**src/design/slcr_defines.vh**
```
// Purpose: Constants for the serial bus link control register bank.
// Assumes: 32-bit register port, byte addresses.
// Notes:   Timing counts derive from the cycle clock rate.
`ifndef SLCR_DEFINES_VH
`define SLCR_DEFINES_VH
`define SLCR_OFF_FAIRNESS   8'hDC
`define SLCR_OFF_LINK_SET   8'hE0
`define SLCR_OFF_LINK_CLR   8'hE4
`define SLCR_OFF_CYC_CNT    8'hF0
`define SLCR_OFF_STATUS     8'hF4
`define SLCR_OFF_ISO_MATCH  8'hF8
`define SLCR_BIT_SOURCE     22
`define SLCR_BIT_MASTER     21
`define SLCR_BIT_ENABLE     20
`define SLCR_BIT_PHY_PKT    10
`define SLCR_BIT_SELF_ID    9
`define SLCR_BIT_LOCK       6
`define SLCR_BIT_TAG_SYNC   6
`define SLCR_LINK_MASK      32'h0070_0640
`define SLCR_FAIR_RESET     8'h00
`define SLCR_ROLL_CYCLES    12'hC00
`define SLCR_ISO_CTX        4
`endif

```
**src/design/slcr_cycle_timer.v**
```verilog
// Purpose: Cycle timer offset counter with selectable rollover source.
// Assumes: Advances on each cycle clock enable pulse.
// Notes:   Rollover pulse lasts one core clock.
`timescale 1ns/1ns
`default_nettype none
`include "slcr_defines.vh"
module slcr_cycle_timer (
  // Clock and reset
  input  wire        core_clk,
  input  wire        nrst,
  // Control
  input  wire        enable,
  input  wire        ext_source,
  input  wire        ext_tick,
  input  wire        cyc_tick,
  input  wire        sync_load,
  // Status
  output reg  [11:0] offset_q,
  output reg         rollover_q
);
  wire internal_roll;
  assign internal_roll = cyc_tick && (offset_q == `SLCR_ROLL_CYCLES - 12'h001);
  always @(posedge core_clk or negedge nrst) begin
    if (!nrst) begin
      offset_q   <= 12'h000;
      rollover_q <= 1'b0;
    end else begin
      rollover_q <= 1'b0;
      if (sync_load) begin
        offset_q <= 12'h000;
      end else if (enable) begin
        if (ext_source ? ext_tick : internal_roll) begin
          offset_q   <= 12'h000;
          rollover_q <= 1'b1;
        end else if (cyc_tick) begin
          offset_q <= offset_q + 12'h001;
        end
      end
    end
  end
endmodule // slcr_cycle_timer
`default_nettype wire

```
**src/design/slcr_fair_limiter.v**
```verilog
// Purpose: Counts priority arbitration requests per fairness interval.
// Assumes: Interval start is a one-cycle pulse.
// Notes:   A limit of zero allows no priority requests.
`timescale 1ns/1ns
`default_nettype none
module slcr_fair_limiter (
  // Clock and reset
  input  wire       core_clk,
  input  wire       nrst,
  // Control
  input  wire [7:0] limit,
  input  wire       interval_start,
  input  wire       pri_req,
  // Status
  output wire       pri_allow,
  output reg  [7:0] used_q
);
  assign pri_allow = (used_q < limit);
  always @(posedge core_clk or negedge nrst) begin
    if (!nrst) begin
      used_q <= 8'h00;
    end else if (interval_start) begin
      used_q <= 8'h00;
    end else if (pri_req && pri_allow) begin
      used_q <= used_q + 8'h01;
    end
  end
endmodule // slcr_fair_limiter
`default_nettype wire

```
**src/design/slcr_link_regs.v**
```verilog
// Operation
// - Cap priority requests per fairness interval.
// - Reserved bits read as zero.
// - Set address sets, clear address clears all but lock.
// - Rollover from external input or 3072 cycles.
// - Cycle master sends cycle start each rollover.
// - Non-master accepts received cycle starts.
// - Overrun clears master, blocks setting it.
// - Timer enable gates offset counting.
// - PHY packets to request context if enabled.
// - Self-ID bit admits self-ID packets.
// - Lock forces tag sync filter bits high.
// - Lock bit cleared only by global reset.
//
// Purpose: Link control and fairness registers of a serial bus link.
// Assumes: Register port with read data one cycle after the strobe.
// Notes:   Lock bit is reset only by global_reset_n.
//
// Added by the designer: the strobed register port.
`timescale 1ns/1ns
`default_nettype none
`include "slcr_defines.vh"
module slcr_link_regs (
  // Clock and resets
  input  wire        core_clk,
  input  wire        nrst,
  input  wire        global_reset_n,
  // Register port
  input  wire [7:0]  reg_addr,
  input  wire [31:0] reg_wdata,
  input  wire        reg_wr,
  input  wire        reg_rd,
  output reg  [31:0] reg_rdata_q,
  // Cycle timing
  input  wire        cyc_tick,
  input  wire        external_cycle_input,
  input  wire        cycle_overrun_event,
  input  wire        cycle_start_rx,
  output reg         cycle_start_tx_q,
  output reg         cycle_sync_q,
  // Arbitration
  input  wire        fair_interval_start,
  input  wire        pri_req,
  output reg         pri_grant_q,
  // Receiver
  input  wire        ar_req_ctx_enabled,
  input  wire        phy_pkt_rx,
  input  wire        self_id_rx,
  output reg         phy_pkt_accept_q,
  output reg         self_id_accept_q,
  output reg  [3:0]  tag_sync_filter_q
);
  reg  [7:0] fair_limit_q;
  reg        cycle_rollover_source_q;
  reg        cycle_master_role_q;
  reg        cycle_counter_enable_q;
  reg        accept_phy_packets_q;
  reg        accept_self_id_packets_q;
  reg        tag_filter_force_lock_q;
  reg  [3:0] tag_sync_raw_q;
  wire [11:0] cyc_offset;
  wire        rollover;
  wire        pri_allow;
  wire [7:0]  pri_used;
  wire        wr_set;
  wire        wr_clr;
  wire [31:0] link_word;

  // Returns true when the address equals the given offset.
  function hit;
    input [7:0] a;
    input [7:0] off;
    begin
      hit = (a == off);
    end
  endfunction

  assign wr_set = reg_wr && hit(reg_addr, `SLCR_OFF_LINK_SET);
  assign wr_clr = reg_wr && hit(reg_addr, `SLCR_OFF_LINK_CLR);

  assign link_word = {9'h000, cycle_rollover_source_q, cycle_master_role_q,
                      cycle_counter_enable_q, 9'h000, accept_phy_packets_q,
                      accept_self_id_packets_q, 2'h0, tag_filter_force_lock_q,
                      6'h00};

  slcr_cycle_timer u_timer (
    .core_clk   (core_clk),
    .nrst       (nrst),
    .enable     (cycle_counter_enable_q),
    .ext_source (cycle_rollover_source_q),
    .ext_tick   (external_cycle_input),
    .cyc_tick   (cyc_tick),
    .sync_load  (cycle_start_rx && !cycle_master_role_q),
    .offset_q   (cyc_offset),
    .rollover_q (rollover)
  );

  slcr_fair_limiter u_fair (
    .core_clk       (core_clk),
    .nrst           (nrst),
    .limit          (fair_limit_q),
    .interval_start (fair_interval_start),
    .pri_req        (pri_req),
    .pri_allow      (pri_allow),
    .used_q         (pri_used)
  );

  // Fairness register and set/clear control bits.
  always @(posedge core_clk or negedge nrst) begin
    if (!nrst) begin
      fair_limit_q             <= `SLCR_FAIR_RESET;
      cycle_rollover_source_q  <= 1'b0;
      cycle_master_role_q      <= 1'b0;
      cycle_counter_enable_q   <= 1'b0;
      accept_phy_packets_q     <= 1'b0;
      accept_self_id_packets_q <= 1'b0;
      tag_sync_raw_q           <= 4'h0;
    end else begin
      if (reg_wr && hit(reg_addr, `SLCR_OFF_FAIRNESS)) begin
        fair_limit_q <= reg_wdata[7:0];
      end
      if (wr_set) begin
        cycle_rollover_source_q  <= cycle_rollover_source_q | reg_wdata[`SLCR_BIT_SOURCE];
        cycle_counter_enable_q   <= cycle_counter_enable_q | reg_wdata[`SLCR_BIT_ENABLE];
        accept_phy_packets_q     <= accept_phy_packets_q | reg_wdata[`SLCR_BIT_PHY_PKT];
        accept_self_id_packets_q <= accept_self_id_packets_q | reg_wdata[`SLCR_BIT_SELF_ID];
      end else if (wr_clr) begin
        cycle_rollover_source_q  <= cycle_rollover_source_q & ~reg_wdata[`SLCR_BIT_SOURCE];
        cycle_counter_enable_q   <= cycle_counter_enable_q & ~reg_wdata[`SLCR_BIT_ENABLE];
        accept_phy_packets_q     <= accept_phy_packets_q & ~reg_wdata[`SLCR_BIT_PHY_PKT];
        accept_self_id_packets_q <= accept_self_id_packets_q & ~reg_wdata[`SLCR_BIT_SELF_ID];
      end
      if (cycle_overrun_event) begin
        cycle_master_role_q <= 1'b0;
      end else if (wr_set && reg_wdata[`SLCR_BIT_MASTER]) begin
        cycle_master_role_q <= 1'b1;
      end else if (wr_clr && reg_wdata[`SLCR_BIT_MASTER]) begin
        cycle_master_role_q <= 1'b0;
      end
      if (reg_wr && hit(reg_addr, `SLCR_OFF_ISO_MATCH)) begin
        tag_sync_raw_q <= reg_wdata[`SLCR_ISO_CTX-1:0];
      end
    end
  end

  // Lock bit: set only by software, cleared only by the global reset.
  always @(posedge core_clk or negedge global_reset_n) begin
    if (!global_reset_n) begin
      tag_filter_force_lock_q <= 1'b0;
    end else if (wr_set && reg_wdata[`SLCR_BIT_LOCK]) begin
      tag_filter_force_lock_q <= 1'b1;
    end
  end

  // Registered outputs toward link logic.
  always @(posedge core_clk or negedge nrst) begin
    if (!nrst) begin
      cycle_start_tx_q  <= 1'b0;
      cycle_sync_q      <= 1'b0;
      pri_grant_q       <= 1'b0;
      phy_pkt_accept_q  <= 1'b0;
      self_id_accept_q  <= 1'b0;
      tag_sync_filter_q <= 4'h0;
    end else begin
      cycle_start_tx_q  <= rollover && cycle_master_role_q;
      cycle_sync_q      <= cycle_start_rx && !cycle_master_role_q;
      pri_grant_q       <= pri_req && pri_allow;
      phy_pkt_accept_q  <= phy_pkt_rx && accept_phy_packets_q && ar_req_ctx_enabled;
      self_id_accept_q  <= self_id_rx && accept_self_id_packets_q;
      tag_sync_filter_q <= tag_sync_raw_q | {`SLCR_ISO_CTX{tag_filter_force_lock_q}};
    end
  end

  // Read data, one cycle after the read strobe.
  always @(posedge core_clk or negedge nrst) begin
    if (!nrst) begin
      reg_rdata_q <= 32'h0000_0000;
    end else if (reg_rd) begin
      case (reg_addr)
        `SLCR_OFF_FAIRNESS:  reg_rdata_q <= {24'h000000, fair_limit_q};
        `SLCR_OFF_LINK_SET:  reg_rdata_q <= link_word;
        `SLCR_OFF_LINK_CLR:  reg_rdata_q <= link_word;
        `SLCR_OFF_CYC_CNT:   reg_rdata_q <= {20'h00000, cyc_offset};
        `SLCR_OFF_STATUS:    reg_rdata_q <= {24'h000000, pri_used};
        `SLCR_OFF_ISO_MATCH: reg_rdata_q <= {28'h0000000, tag_sync_filter_q};
        default:             reg_rdata_q <= 32'h0000_0000;
      endcase
    end else begin
      reg_rdata_q <= 32'h0000_0000;
    end
  end
endmodule // slcr_link_regs
`default_nettype wire

```
**config.mk**
```make
export PLATFORM = sky130hd
export DESIGN_NAME = slcr_link_regs
export DESIGN_NICKNAME = d
export VERILOG_FILES = /design/src/design/slcr_cycle_timer.v /design/src/design/slcr_fair_limiter.v /design/src/design/slcr_link_regs.v
export VERILOG_INCLUDE_DIRS = /design/src /design/src/design
export SDC_FILE = /design/constraint.sdc
export NUM_CORES = 1
export LEC_CHECK = 0
export CAP_MARGIN = 30
export CELL_PAD_IN_SITES_DETAIL_PLACEMENT = 1
export CELL_PAD_IN_SITES_GLOBAL_PLACEMENT = 1
export CORE_MARGIN = 2
export CORE_UTILIZATION = 43
export CTS_CLUSTER_SIZE = 25
export DETAILED_ROUTE_END_ITERATION = 12
export DONT_BUFFER_PORTS = 1
export GPL_ROUTABILITY_DRIVEN = 0
export PLACE_DENSITY_LB_ADDON = 0.08
export SLEW_MARGIN = 20
export SYNTH_ARGS = -nofsm -noshare
export SYNTH_HDL_FRONTEND = slang
export SYNTH_SLANG_ARGS = --single-unit
```
**constraint.sdc**
```tcl
create_clock -name core_clk -period 2 [get_ports core_clk]
set_input_delay 0.3 -clock core_clk [delete_from_list [all_inputs] [get_ports core_clk]]
set_output_delay 0.3 -clock core_clk [all_outputs]
set_load 0.02 [all_outputs]
```
==> results of run 1 <==
[per-layer routing]
layer	up-vias	GRT usage, %
li1	1212	-
met4	0	8.582
met2	57	39.64
met1	1318	26.08
met5	-	0
met3	12	4.719
[cell usage in the layout, fill, tap and decap left out, types with 2 or more instances in the layout]
cell type                        n
sky130_fd_sc_hd__o211ai_1        5
sky130_fd_sc_hd__o21ai_2         2
sky130_fd_sc_hd__ha_1            9
sky130_fd_sc_hd__nor2b_1         9
sky130_fd_sc_hd__o21ai_0         5
sky130_fd_sc_hd__nor2_1         12
sky130_fd_sc_hd__inv_6           2
sky130_fd_sc_hd__nand2_2         2
sky130_fd_sc_hd__nand4b_1        3
sky130_fd_sc_hd__clkbuf_8        9
sky130_fd_sc_hd__and3_1          7
sky130_fd_sc_hd__inv_1          15
sky130_fd_sc_hd__a31oi_1         7
sky130_fd_sc_hd__nor4_4          2
sky130_fd_sc_hd__a21oi_1        18
sky130_fd_sc_hd__dlygate4sd3_1   3
sky130_fd_sc_hd__mux2_2         20
sky130_fd_sc_hd__clkinvlp_4      3
sky130_fd_sc_hd__or2_2           5
sky130_fd_sc_hd__a32oi_1         2
sky130_fd_sc_hd__nor3_1          2
sky130_fd_sc_hd__dfrtp_1        63
sky130_fd_sc_hd__nand3_1        13
sky130_fd_sc_hd__nand2_1        22
sky130_fd_sc_hd__and4_1          4
sky130_fd_sc_hd__a22o_1          4
sky130_fd_sc_hd__buf_4          24
sky130_fd_sc_hd__a211oi_2        5
sky130_fd_sc_hd__nand4_1         6
sky130_fd_sc_hd__and3_2          3
sky130_fd_sc_hd__nand2b_1        4
sky130_fd_sc_hd__or4_1           4
sky130_fd_sc_hd__a22oi_1         9
sky130_fd_sc_hd__conb_1         17
sky130_fd_sc_hd__and2_1          6
[metrics by stage]
step | total power, mW | setup TNS (ns) | instances | setup slack, ns
detailed placement | 1.568 | -0.02312 | 435 | -0.02312
CTS | 2.763 | 0 | 456 | 0.007034
floorplan | 1.537 | 0 | 337 | 0.1472
finish | 2.754 | 0 | 458 | 0.01155
global placement | 1.561 | 0 | 435 | 0.01248
global route | 2.864 | -0.1434 | 458 | -0.03729
[path summary, 6_finish.rpt]
path | start | to | slack, ns | cells past startpoint
min in group asynchronous | global_reset_n | tag_filter_force_lock_q | 0.15 | 1
worst min-delay path | reg_addr[2] | flop | 0.04 | 1
max in group asynchronous | nrst | reg_rdata_q[7] | 1.26 | 2
worst max register to register | fair_limit_q[3] | u_fair.used_q[0] | 0.01 | 6
worst max-delay path | fair_limit_q[3] | u_fair.used_q[0] | 0.01 | 6
worst min register to register | tag_sync_raw_q[2] | tag_sync_filter_q[2] | 0.46 | 1
[sequential cells by signal, indices dropped and copies added (netlist names), named ones only]
name	cells
u_fair.used_q	8
cycle_master_role_q	1
phy_pkt_accept_q	1
u_timer.rollover_q	1
tag_sync_raw_q	4
self_id_accept_q	1
u_timer.offset_q	12
pri_grant_q	1
tag_sync_filter_q	4
reg_rdata_q	15
fair_limit_q	8
cycle_sync_q	1
cycle_start_tx_q	1
tag_filter_force_lock_q	1
[power by group through the flow]
stage / clock network [mW] / registers [mW] / logic [mW]
floorplan: 0 / 1.37 / 0.166
global placement: 0 / 1.38 / 0.177
detailed placement: 0 / 1.38 / 0.184
CTS: 1.17 / 1.36 / 0.235
global route: 1.22 / 1.36 / 0.280
finish: 1.14 / 1.36 / 0.255
[worst reg2reg max path: stages (launching register included)]
cell	delay [ns]
sky130_fd_sc_hd__dfrtp_1	0.36
sky130_fd_sc_hd__inv_1	0.05
sky130_fd_sc_hd__ha_1	0.32
sky130_fd_sc_hd__a211oi_2	0.33
sky130_fd_sc_hd__o21ai_4	0.17
sky130_fd_sc_hd__a21oi_1	0.27
sky130_fd_sc_hd__mux2_2	0.37
[logic make-up after synthesis]
| kind of cell | count (synthesis) | synth area share, % |
|---|---|---|
| AND/OR/NAND/NOR | 117 | 21.50 |
| AO/OA/AOI/OAI | 68 | 13.70 |
| flip-flops | 63 | 47.03 |
| buffers and inverters | 41 | 6.942 |
| multiplexers | 22 | 7.354 |
| adder cells (fa/ha/maj) | 9 | 3.360 |
| other | 1 | 0.1119 |
[area by class of cell]
| cell class | instances | area, um2 | share of cell area, % |
|---|---|---|---|
| inverters | 15 | 56.30 | 1.457 |
| flip-flops and latches | 63 | 1577 | 40.80 |
| multi-input cells | 233 | 1652 | 42.75 |
| well taps | 102 | 127.6 | 3.303 |
| repair buffers | 29 | 249.0 | 6.444 |
| clock buffers | 9 | 123.9 | 3.206 |
| clock inverters | 7 | 78.83 | 2.040 |
[timing repair]
action | CTS | global route
buffers inserted | 1 | 2
setup endpoints to repair | 5 | 5
hold endpoints to repair | 64 | 0
gates resized for setup | 2 | 9
hold buffers | 4 | 0
pin swaps | 0 | 4
==> out/metrics.yaml, run 1 <==
run_status:
  outcome: "finished clean"
sta:
  post-route-min-period_ns: 1.988
  achievable-frequency_mhz: 502.9
  worst_slew_margin_rel_pct: 64.33
  finClkSkew_ns: 0.01066
  rsz0062_at_grt: "yes"
  slew_at_the_pin_with_the_worst_max_slew_slack_ns: 0.5310
  report.final.slew_viol_count: 0
  hold_viol: 0
  final.hold.worst_slack_ns: 0.04244
  min_period_over_period_pct: 99.42
  setup_viol: 0
global_routing:
  grt_util_all_layers_pct: 22.19
  vias_in_the_first_global_route: 2742
  grt_max_degree: 63
  grt_remaining_overflow: 0
  grt_antenna_before_repair: 0
  wire_length_of_the_first_global_routing_pass_mm: 14.36
routing:
  routed-wl-met2_mm: 4.716
  dr.first_iter.drc_count: 96
  met3_wirelength_um: 325
  routed.top_layer: "met4"
  ant_nets: 0
  viasPerCell: 5.675
  drt-total-wl_mm: 8.928
  drtPass1Iterations: 4
  met1_wire_length_mm: 3.741
  wire_per_inst_um: 19.49
  route.detailed.drc: 0
  route.vias.total: 2599
synthesis:
  dominantRegCellSynth: "sky130_fd_sc_hd__dfrtp_1"
  sequential_share_of_the_synthesized_area_pct: 47.03
  yosys.area.top_type_share_pct: 47.03
  ys.warnings.count: 0
  postSynth.asyncResetShare_pct: 100.0
  synth_area_per_cell_um2: 10.44
  synth_top_cells_by_area: "sky130_fd_sc_hd__dfrtp_1 47%, sky130_fd_sc_hd__mux2_2 7.1%, sky130_fd_sc_hd__buf_4 4.0%"
  synth_top_area_cell: "sky130_fd_sc_hd__dfrtp_1"
  synth.most_common_cell: "sky130_fd_sc_hd__dfrtp_1"
  synth-seq-cells: 63
  synth_edf_count: 0
  ys_types: 58
  ys_top_cells_by_count: "63 x sky130_fd_sc_hd__dfrtp_1, 22 x sky130_fd_sc_hd__nand2_1, 21 x sky130_fd_sc_hd__mux2_2"
  synth_cells: 321
  mappedNetlistArea_mm2: 0.003352
floorplan:
  dieWidth_um: 92.29
  design.die.area_mm2: 0.008517
  start_util_pct: 43.83
  die_height_um: 92.29
  floorplan.rows: 32
  core_mm2: 0.007647
  top_level_pins: 95
critical_path:
  timing_worst_setup_path_type: "flop to flop"
  crit_arrival_ns: 2.22
  startpoint_type: "flop"
  critPathTopFamily: "compound AO/OA/AOI/OAI gates"
  cp_slowest_stage_delay_ns: 0.37
  cp.required_ns: 2.23
  path_buf_inv: 1
  cp_cell_sequence: "inv_1 > ha_1 > a211oi_2 > o21ai_4 > a21oi_1 > mux2_2"
  crit_path_max_fanout: 7
  worst_setup_path_end_kind: "flop"
  cpMaxStageDelayCell: "sky130_fd_sc_hd__mux2_2"
clock_network:
  tritoncts: "done"
  h-tree-depth: 3
  max-clock-path-buffers: 2
  clock_pin_slew_of_the_registers_on_the_worst_case_setup_and_hold_paths_ns: 0.08
  clock-sinks: 63
  cts_root_buffer: "sky130_fd_sc_hd__clkbuf_8"
  number_of_buffers_created_by_cts: 9
  clkLatencyLatePin_ns: 0.35
power_and_ir_drop:
  p_leak_nw: 1.728
  swShare_pct: 27.74
  p_comb_share_pct: 9.2
  p_int_mw: 1.990
  power_density_mw_per_mm2: 712.9
  maximum_ir_drop_on_the_vdd_rail_v: 0.0004269
  clkPwrFrac_pct: 41.4
  netsw_uw: 764.1
  seq_power_share_pct: 49.3
final_layout:
  area_growth_pct: 15.27
  stdcell_area_mm2: 0.003864
  layout-drive-gt1-share_pct: 25.28
  final_util_pct: 50.52
  filler_cell_count: 841
  design.final.nets: 414
  insertedDiodeCount: 0
placement:
  postPlaceCellArea_mm2: 0.003528
  place.port_buffers: 0
  place.detailed.hpwl_mm: 6.335
job:
  timing.max_cap.violations: 0
min_path:
  holdCritPathClass: "primary input to flop"
Note: power is estimated with default switching activity, not from simulation.
==> run 2: changes to the inputs <==
CORE_UTILIZATION = 48   (was 43)
clock period = 2.2 ns   (was 2 ns; I/O delays follow)
==> run 2 against run 1 <==
Effect of this change:
- via count shrank 3.8%
- critical endpoint is now u_fair.used_q[4]
- non-clock buffer count fell by 13
- critical path depth unchanged
- setup slack improved by 0.15 ns
- cell area fell by 4.3%
- combinational power is 25% lower
- final cell count is 4.1% lower
- sequential cell count stayed put
- clock power decreased by 11%
- sequential power fell by 9.6%
- global-route usage rose by 0.47 points
- sequential share of layout area rose by 1.8 points
==> out/metrics.yaml, run 2 (synthesized netlist as in run 1, its figures left out) <==
floorplan:
  core_mm2: 0.006794
  start_util_pct: 49.34
  dieWidth_um: 87.57
  top_level_pins: 95
  die_height_um: 87.57
  design.die.area_mm2: 0.007668
  floorplan.rows: 30
global_routing:
  vias_in_the_first_global_route: 2577
  grt_antenna_before_repair: 0
  wire_length_of_the_first_global_routing_pass_mm: 13.31
  grt_remaining_overflow: 0
  grt_max_degree: 63
  grt_util_all_layers_pct: 22.66
final_layout:
  layout-drive-gt1-share_pct: 20.41
  most_common_cell_after_layout_fill_and_taps_aside: "sky130_fd_sc_hd__dfrtp_1"
  layout_common_cells: "63 x sky130_fd_sc_hd__dfrtp_1, 22 x sky130_fd_sc_hd__nand2_1, 21 x sky130_fd_sc_hd__mux2_2"
  insertedDiodeCount: 0
  filler_cell_count: 743
  largest_register_ffs: 15
  largest_register: "reg_rdata_q"
  reg.largest.list: "reg_rdata_q (15), u_timer.offset_q (12)"
  design.final.nets: 401
  area_growth_pct: 10.34
critical_path:
  cp.required_ns: 2.43
  setup.reg_to_reg.worst_slack_ns: 0.16
  cpMaxStageDelayCell: "sky130_fd_sc_hd__dfrtp_1"
  crit_path_frequent_cell: "sky130_fd_sc_hd__a211oi_1"
  timing_worst_setup_path_type: "flop to flop"
  worst_setup_path_end_kind: "flop"
  crit_path_max_fanout: 8
  startpoint_type: "flop"
  cp_slowest_stage_delay_ns: 0.37
  reg2reg_path_depth: 6
  cp_cell_sequence: "inv_1 > ha_1 > a211oi_1 > o21ai_1 > a211oi_1 > mux2_2"
  crit_arrival_ns: 2.26
sta:
  rsz0062_at_grt: "no"
  finClkSkew_ns: 0.006219
  report.final.slew_viol_count: 0
  hold_viol: 0
  worst_slew_margin_rel_pct: 60.40
  final.hold.worst_slack_ns: 0.05103
  slew_at_the_pin_with_the_worst_max_slew_slack_ns: 0.5901
  setup_viol: 0
  post-route-min-period_ns: 2.037
  achievable-frequency_mhz: 490.8
  setup_total_negative_slack_ns: 0
  min_period_over_period_pct: 92.61
power_and_ir_drop:
  maximum_ir_drop_on_the_vdd_rail_v: 0.0003447
  power_density_mw_per_mm2: 658.7
  p_leak_nw: 1.641
placement:
  place.detailed.hpwl_mm: 5.816
  place.port_buffers: 0
routing:
  route.vias.total: 2499
  viasPerCell: 5.692
  drt-total-wl_mm: 8.042
  wire_per_inst_um: 18.32
  ant_nets: 0
  drtPass1Iterations: 4
  route.detailed.drc: 0
  dr.first_iter.drc_count: 136
min_path:
  holdCritPathClass: "primary input to flop"
  timing.hold.worst_path_depth: 1
clock_network:
  ctsResizeCount: 0
  clock-sinks: 63
  number_of_buffers_created_by_cts: 9
  max-clock-path-buffers: 2
  clkLatencyLatePin_ns: 0.34
  tritoncts: "done"
  cts_root_buffer: "sky130_fd_sc_hd__clkbuf_8"
  h-tree-depth: 3
  cts.repair_timing.setup_buffer_count: 0
  clock_pin_slew_of_the_registers_on_the_worst_case_setup_and_hold_paths_ns: 0.08
job:
  timing.max_cap.violations: 0
run_status:
  outcome: "finished clean"
run 2: power by group:
part | internal (mW) | switching, mW
combinational | 0.0659 | 0.124
sequential | 1.19 | 0.0442
clock | 0.522 | 0.491
run 2: final timing paths:
kind,from,to
min reg2reg,u_timer.rollover_q,cycle_start_tx_q
min,cycle_overrun_event,cycle_master_role_q
min in group asynchronous,global_reset_n,tag_filter_force_lock_q
max,fair_limit_q[3],u_fair.used_q[4]
max in group asynchronous,nrst,fair_limit_q[1]
max reg2reg,fair_limit_q[3],u_fair.used_q[4]
run 2: what timing repair did:
| item | in CTS | in global routing |
|---|---|---|
| endpoints found under the hold margin | 63 | 0 |
| hold buffers | 3 | 0 |
| endpoints found under the setup margin | 0 | 0 |
run 2: layer usage:
metal,track usage (%),vias up,part of all wire [%]
met5,0,-,0
met4,8.392,0,1.7
met3,3.676,13,3.8
met2,38.57,56,51
met1,29.07,1252,43
li1,-,1178,-
run 2: worst max-delay path, delay by kind of cell (launching register included):
kind / cells / cell delay (ns)
AO/OA/AOI/OAI: 3 / 0.84
flip-flops: 1 / 0.37
multiplexers: 1 / 0.36
adder cells (fa/ha/maj): 1 / 0.30
buffers and inverters: 1 / 0.05
run 2: final cells by class:
type                    instances  area (um2)  area share (%)
multi-input cells             233        1603           43.34
clock buffers                   9       123.9           3.349
clock inverters                 7       73.82           1.996
repair buffers                 16       145.1           3.924
flip-flops and latches         63        1577           42.63
inverters                      15       56.30           1.522
well taps                      96       120.1           3.248
run 2: stage by stage:
step	power (mW)	std cells	util, %	setup WS [ns]	area [um2]
4_1_cts	2.463	439	54.44	0.1221	3699
3_5_place_dp	1.417	420	50.83	0.1430	3453
2_1_floorplan	1.397	337	-	0.3472	3412
5_1_grt	2.556	439	54.44	0.001477	3699
6_report	2.436	439	54.44	0.1626	3699
3_3_place_gp	1.411	420	50.83	0.1905	3453
==> run 3: changes to the inputs <==
BUFFER_PORTS_ARGS = -buffer_cell sky130_fd_sc_hd__buf_2   (was unset)
CORE_UTILIZATION = 40   (was 48)
DONT_BUFFER_PORTS = unset   (was 1)
PLACE_DENSITY_LB_ADDON = 0.1   (was 0.08)
==> run 3 against run 2 <==
Effect of this change:
- setup slack better by 0.049 ns
- maximum frequency up 2.5%
- die area up 19%
- clock-buffer cell count up 1
- sequential cell count unchanged
- combinational power up 39%
- power up 4.3%
- routed wire length up 7.5%
- sequential power about the same
==> out/metrics.yaml, run 3 (synthesized netlist as in run 1, its figures left out) <==
power_and_ir_drop:
  seq_power_share_pct: 48.0
  p_comb_share_pct: 10.4
  swShare_pct: 27.45
  maximum_ir_drop_on_the_vdd_rail_v: 0.0003666
  power_density_mw_per_mm2: 630.0
  p_leak_nw: 1.939
  clkPwrFrac_pct: 41.6
  post-layout-total-power_mw: 2.542
  p_int_mw: 1.844
  netsw_uw: 697.7
routing:
  drtPass1Iterations: 4
  viasPerCell: 5.339
  route.vias.total: 2723
  wire_per_inst_um: 16.96
  route.detailed.drc: 0
  ant_nets: 0
  drt-total-wl_mm: 8.648
  dr.first_iter.drc_count: 103
critical_path:
  path_buf_inv: 1
  timing_worst_setup_path_type: "flop to flop"
  crit_path_max_fanout: 7
  crit_arrival_ns: 2.22
  cp_slowest_stage_delay_ns: 0.40
  cpMaxStageDelayCell: "sky130_fd_sc_hd__dfrtp_1"
  cp.required_ns: 2.43
  setup.reg_to_reg.worst_slack_ns: 0.21
  worst_setup_path_end_kind: "flop"
  critPathTopFamily: "compound AO/OA/AOI/OAI gates"
  cp_cell_sequence: "inv_1 > ha_1 > a21oi_1 > o21ai_1 > a211oi_1 > mux2_2"
  startpoint_type: "flop"
floorplan:
  floorplan.rows: 33
  start_util_pct: 41.00
  design.die.area_mm2: 0.009128
  top_level_pins: 95
  die_height_um: 95.54
  dieWidth_um: 95.54
  core_mm2: 0.008175
sta:
  post-route-min-period_ns: 1.988
  min_period_over_period_pct: 90.38
  slew_at_the_pin_with_the_worst_max_slew_slack_ns: 0.5922
  worst_slew_margin_rel_pct: 60.52
  hold_viol: 0
  achievable-frequency_mhz: 502.9
  rsz0062_at_grt: "no"
  setup_total_negative_slack_ns: 0
  layout_setup_ws_ns: 0.2116
  report.final.slew_viol_count: 0
  finClkSkew_ns: 0.01086
  setup_viol: 0
clock_network:
  clkLatencyLatePin_ns: 0.35
  tritoncts: "done"
  number_of_buffers_created_by_cts: 9
  cts.repair_timing.setup_buffer_count: 0
  max-clock-path-buffers: 2
  clock-sinks: 63
  cts_root_buffer: "sky130_fd_sc_hd__clkbuf_8"
  h-tree-depth: 3
  clock_pin_slew_of_the_registers_on_the_worst_case_setup_and_hold_paths_ns: 0.08
final_layout:
  insertedDiodeCount: 0
  layout-drive-gt1-share_pct: 32.84
  reg.largest.list: "reg_rdata_q (15), u_timer.offset_q (12)"
  largest_register_ffs: 15
  area_growth_pct: 20.38
  multiInputGateArea_mm2: 0.001607
  largest_register: "reg_rdata_q"
  design.final.nets: 463
  layout_common_cells: "63 x sky130_fd_sc_hd__dfrtp_1, 58 x sky130_fd_sc_hd__buf_2, 22 x sky130_fd_sc_hd__nand2_1"
  final-seq-area_mm2: 0.001577
  stdcell_area_mm2: 0.004035
  most_common_cell_after_layout_fill_and_taps_aside: "sky130_fd_sc_hd__dfrtp_1"
  filler_cell_count: 931
run_status:
  outcome: "finished clean"
min_path:
  holdCritPathClass: "primary input to flop"
global_routing:
  grt_util_all_layers_pct: 20.96
  vias_in_the_first_global_route: 2873
  grt_antenna_before_repair: 0
  wire_length_of_the_first_global_routing_pass_mm: 14.48
  grt_max_degree: 38
  grt_remaining_overflow: 0
placement:
  pre_cts_setup_slack_ns: 0.1565
  postPlaceCellArea_mm2: 0.003805
  place.detailed.hpwl_mm: 6.555
  place.port_buffers: 58
job:
  timing.max_cap.violations: 0
## run 3: final cells by class
cell class                 instances  share of cell area [%]
clock inverter                     6                   1.705
tap                              105                   3.256
sequential                        63                   39.07
clock buffer                      10                   3.411
multi-input combinational        233                   39.81
inverter                          15                   1.395
timing repair buffer              78                   11.35
## run 3: metrics by stage
step / hold slack [ns] / std cells / utilization, %
2_1_floorplan: 0.03441 / 337 / -
3_3_place_gp: 0.1058 / 492 / 46.54
3_5_place_dp: 0.1053 / 492 / 46.54
4_1_cts: 0.1111 / 510 / 49.31
5_1_grt: 0.1218 / 510 / 49.36
6_report: 0.1246 / 510 / 49.36
## run 3: worst register-to-register path: cells and delay by family (launching register included)
kind                       cells  cell delay, ns
AOI/OAI and AO/OA              3            0.74
adders and majority gates      1            0.31
buffers and inverters          1            0.06
DFF                            1            0.40
muxes                          1            0.37
## run 3: worst paths after layout
path	cells past startpoint	endpoint	from
setup / recovery	6	u_fair.used_q[7]	fair_limit_q[6]
hold / removal	2	cycle_master_role_q	cycle_overrun_event
setup reg to reg	6	u_fair.used_q[7]	fair_limit_q[6]
hold reg to reg	1	tag_sync_filter_q[3]	tag_sync_raw_q[3]
max in group asynchronous	3	fair_limit_q[7]	nrst
min in group asynchronous	2	tag_filter_force_lock_q	global_reset_n
## run 3: routing by layer
layer / share of wire, % / global-route usage [%] / vias to the layer above
li1: - / - / 1305
met1: 44 / 25.96 / 1361
met2: 51 / 35.84 / 46
met3: 2.7 / 3.399 / 11
met4: 1.9 / 9.286 / 0
met5: 0 / 0 / -
## run 3: timing repair
item,in CTS,in global routing
gates resized for setup,0,1
hold buffers,2,0
setup endpoints to repair,0,2
endpoints found under the hold margin,16,0
## run 3: power groups by stage
| stage | Clock [mW] | Sequential, mW | Combinational, mW |
|---|---|---|---|
| detailed placement | 0 | 1.24 | 0.262 |
| CTS | 1.08 | 1.22 | 0.266 |
| global route | 1.12 | 1.22 | 0.297 |
| finish | 1.06 | 1.22 | 0.264 |
| global placement | 0 | 1.24 | 0.256 |
| floorplan | 0 | 1.25 | 0.151 |
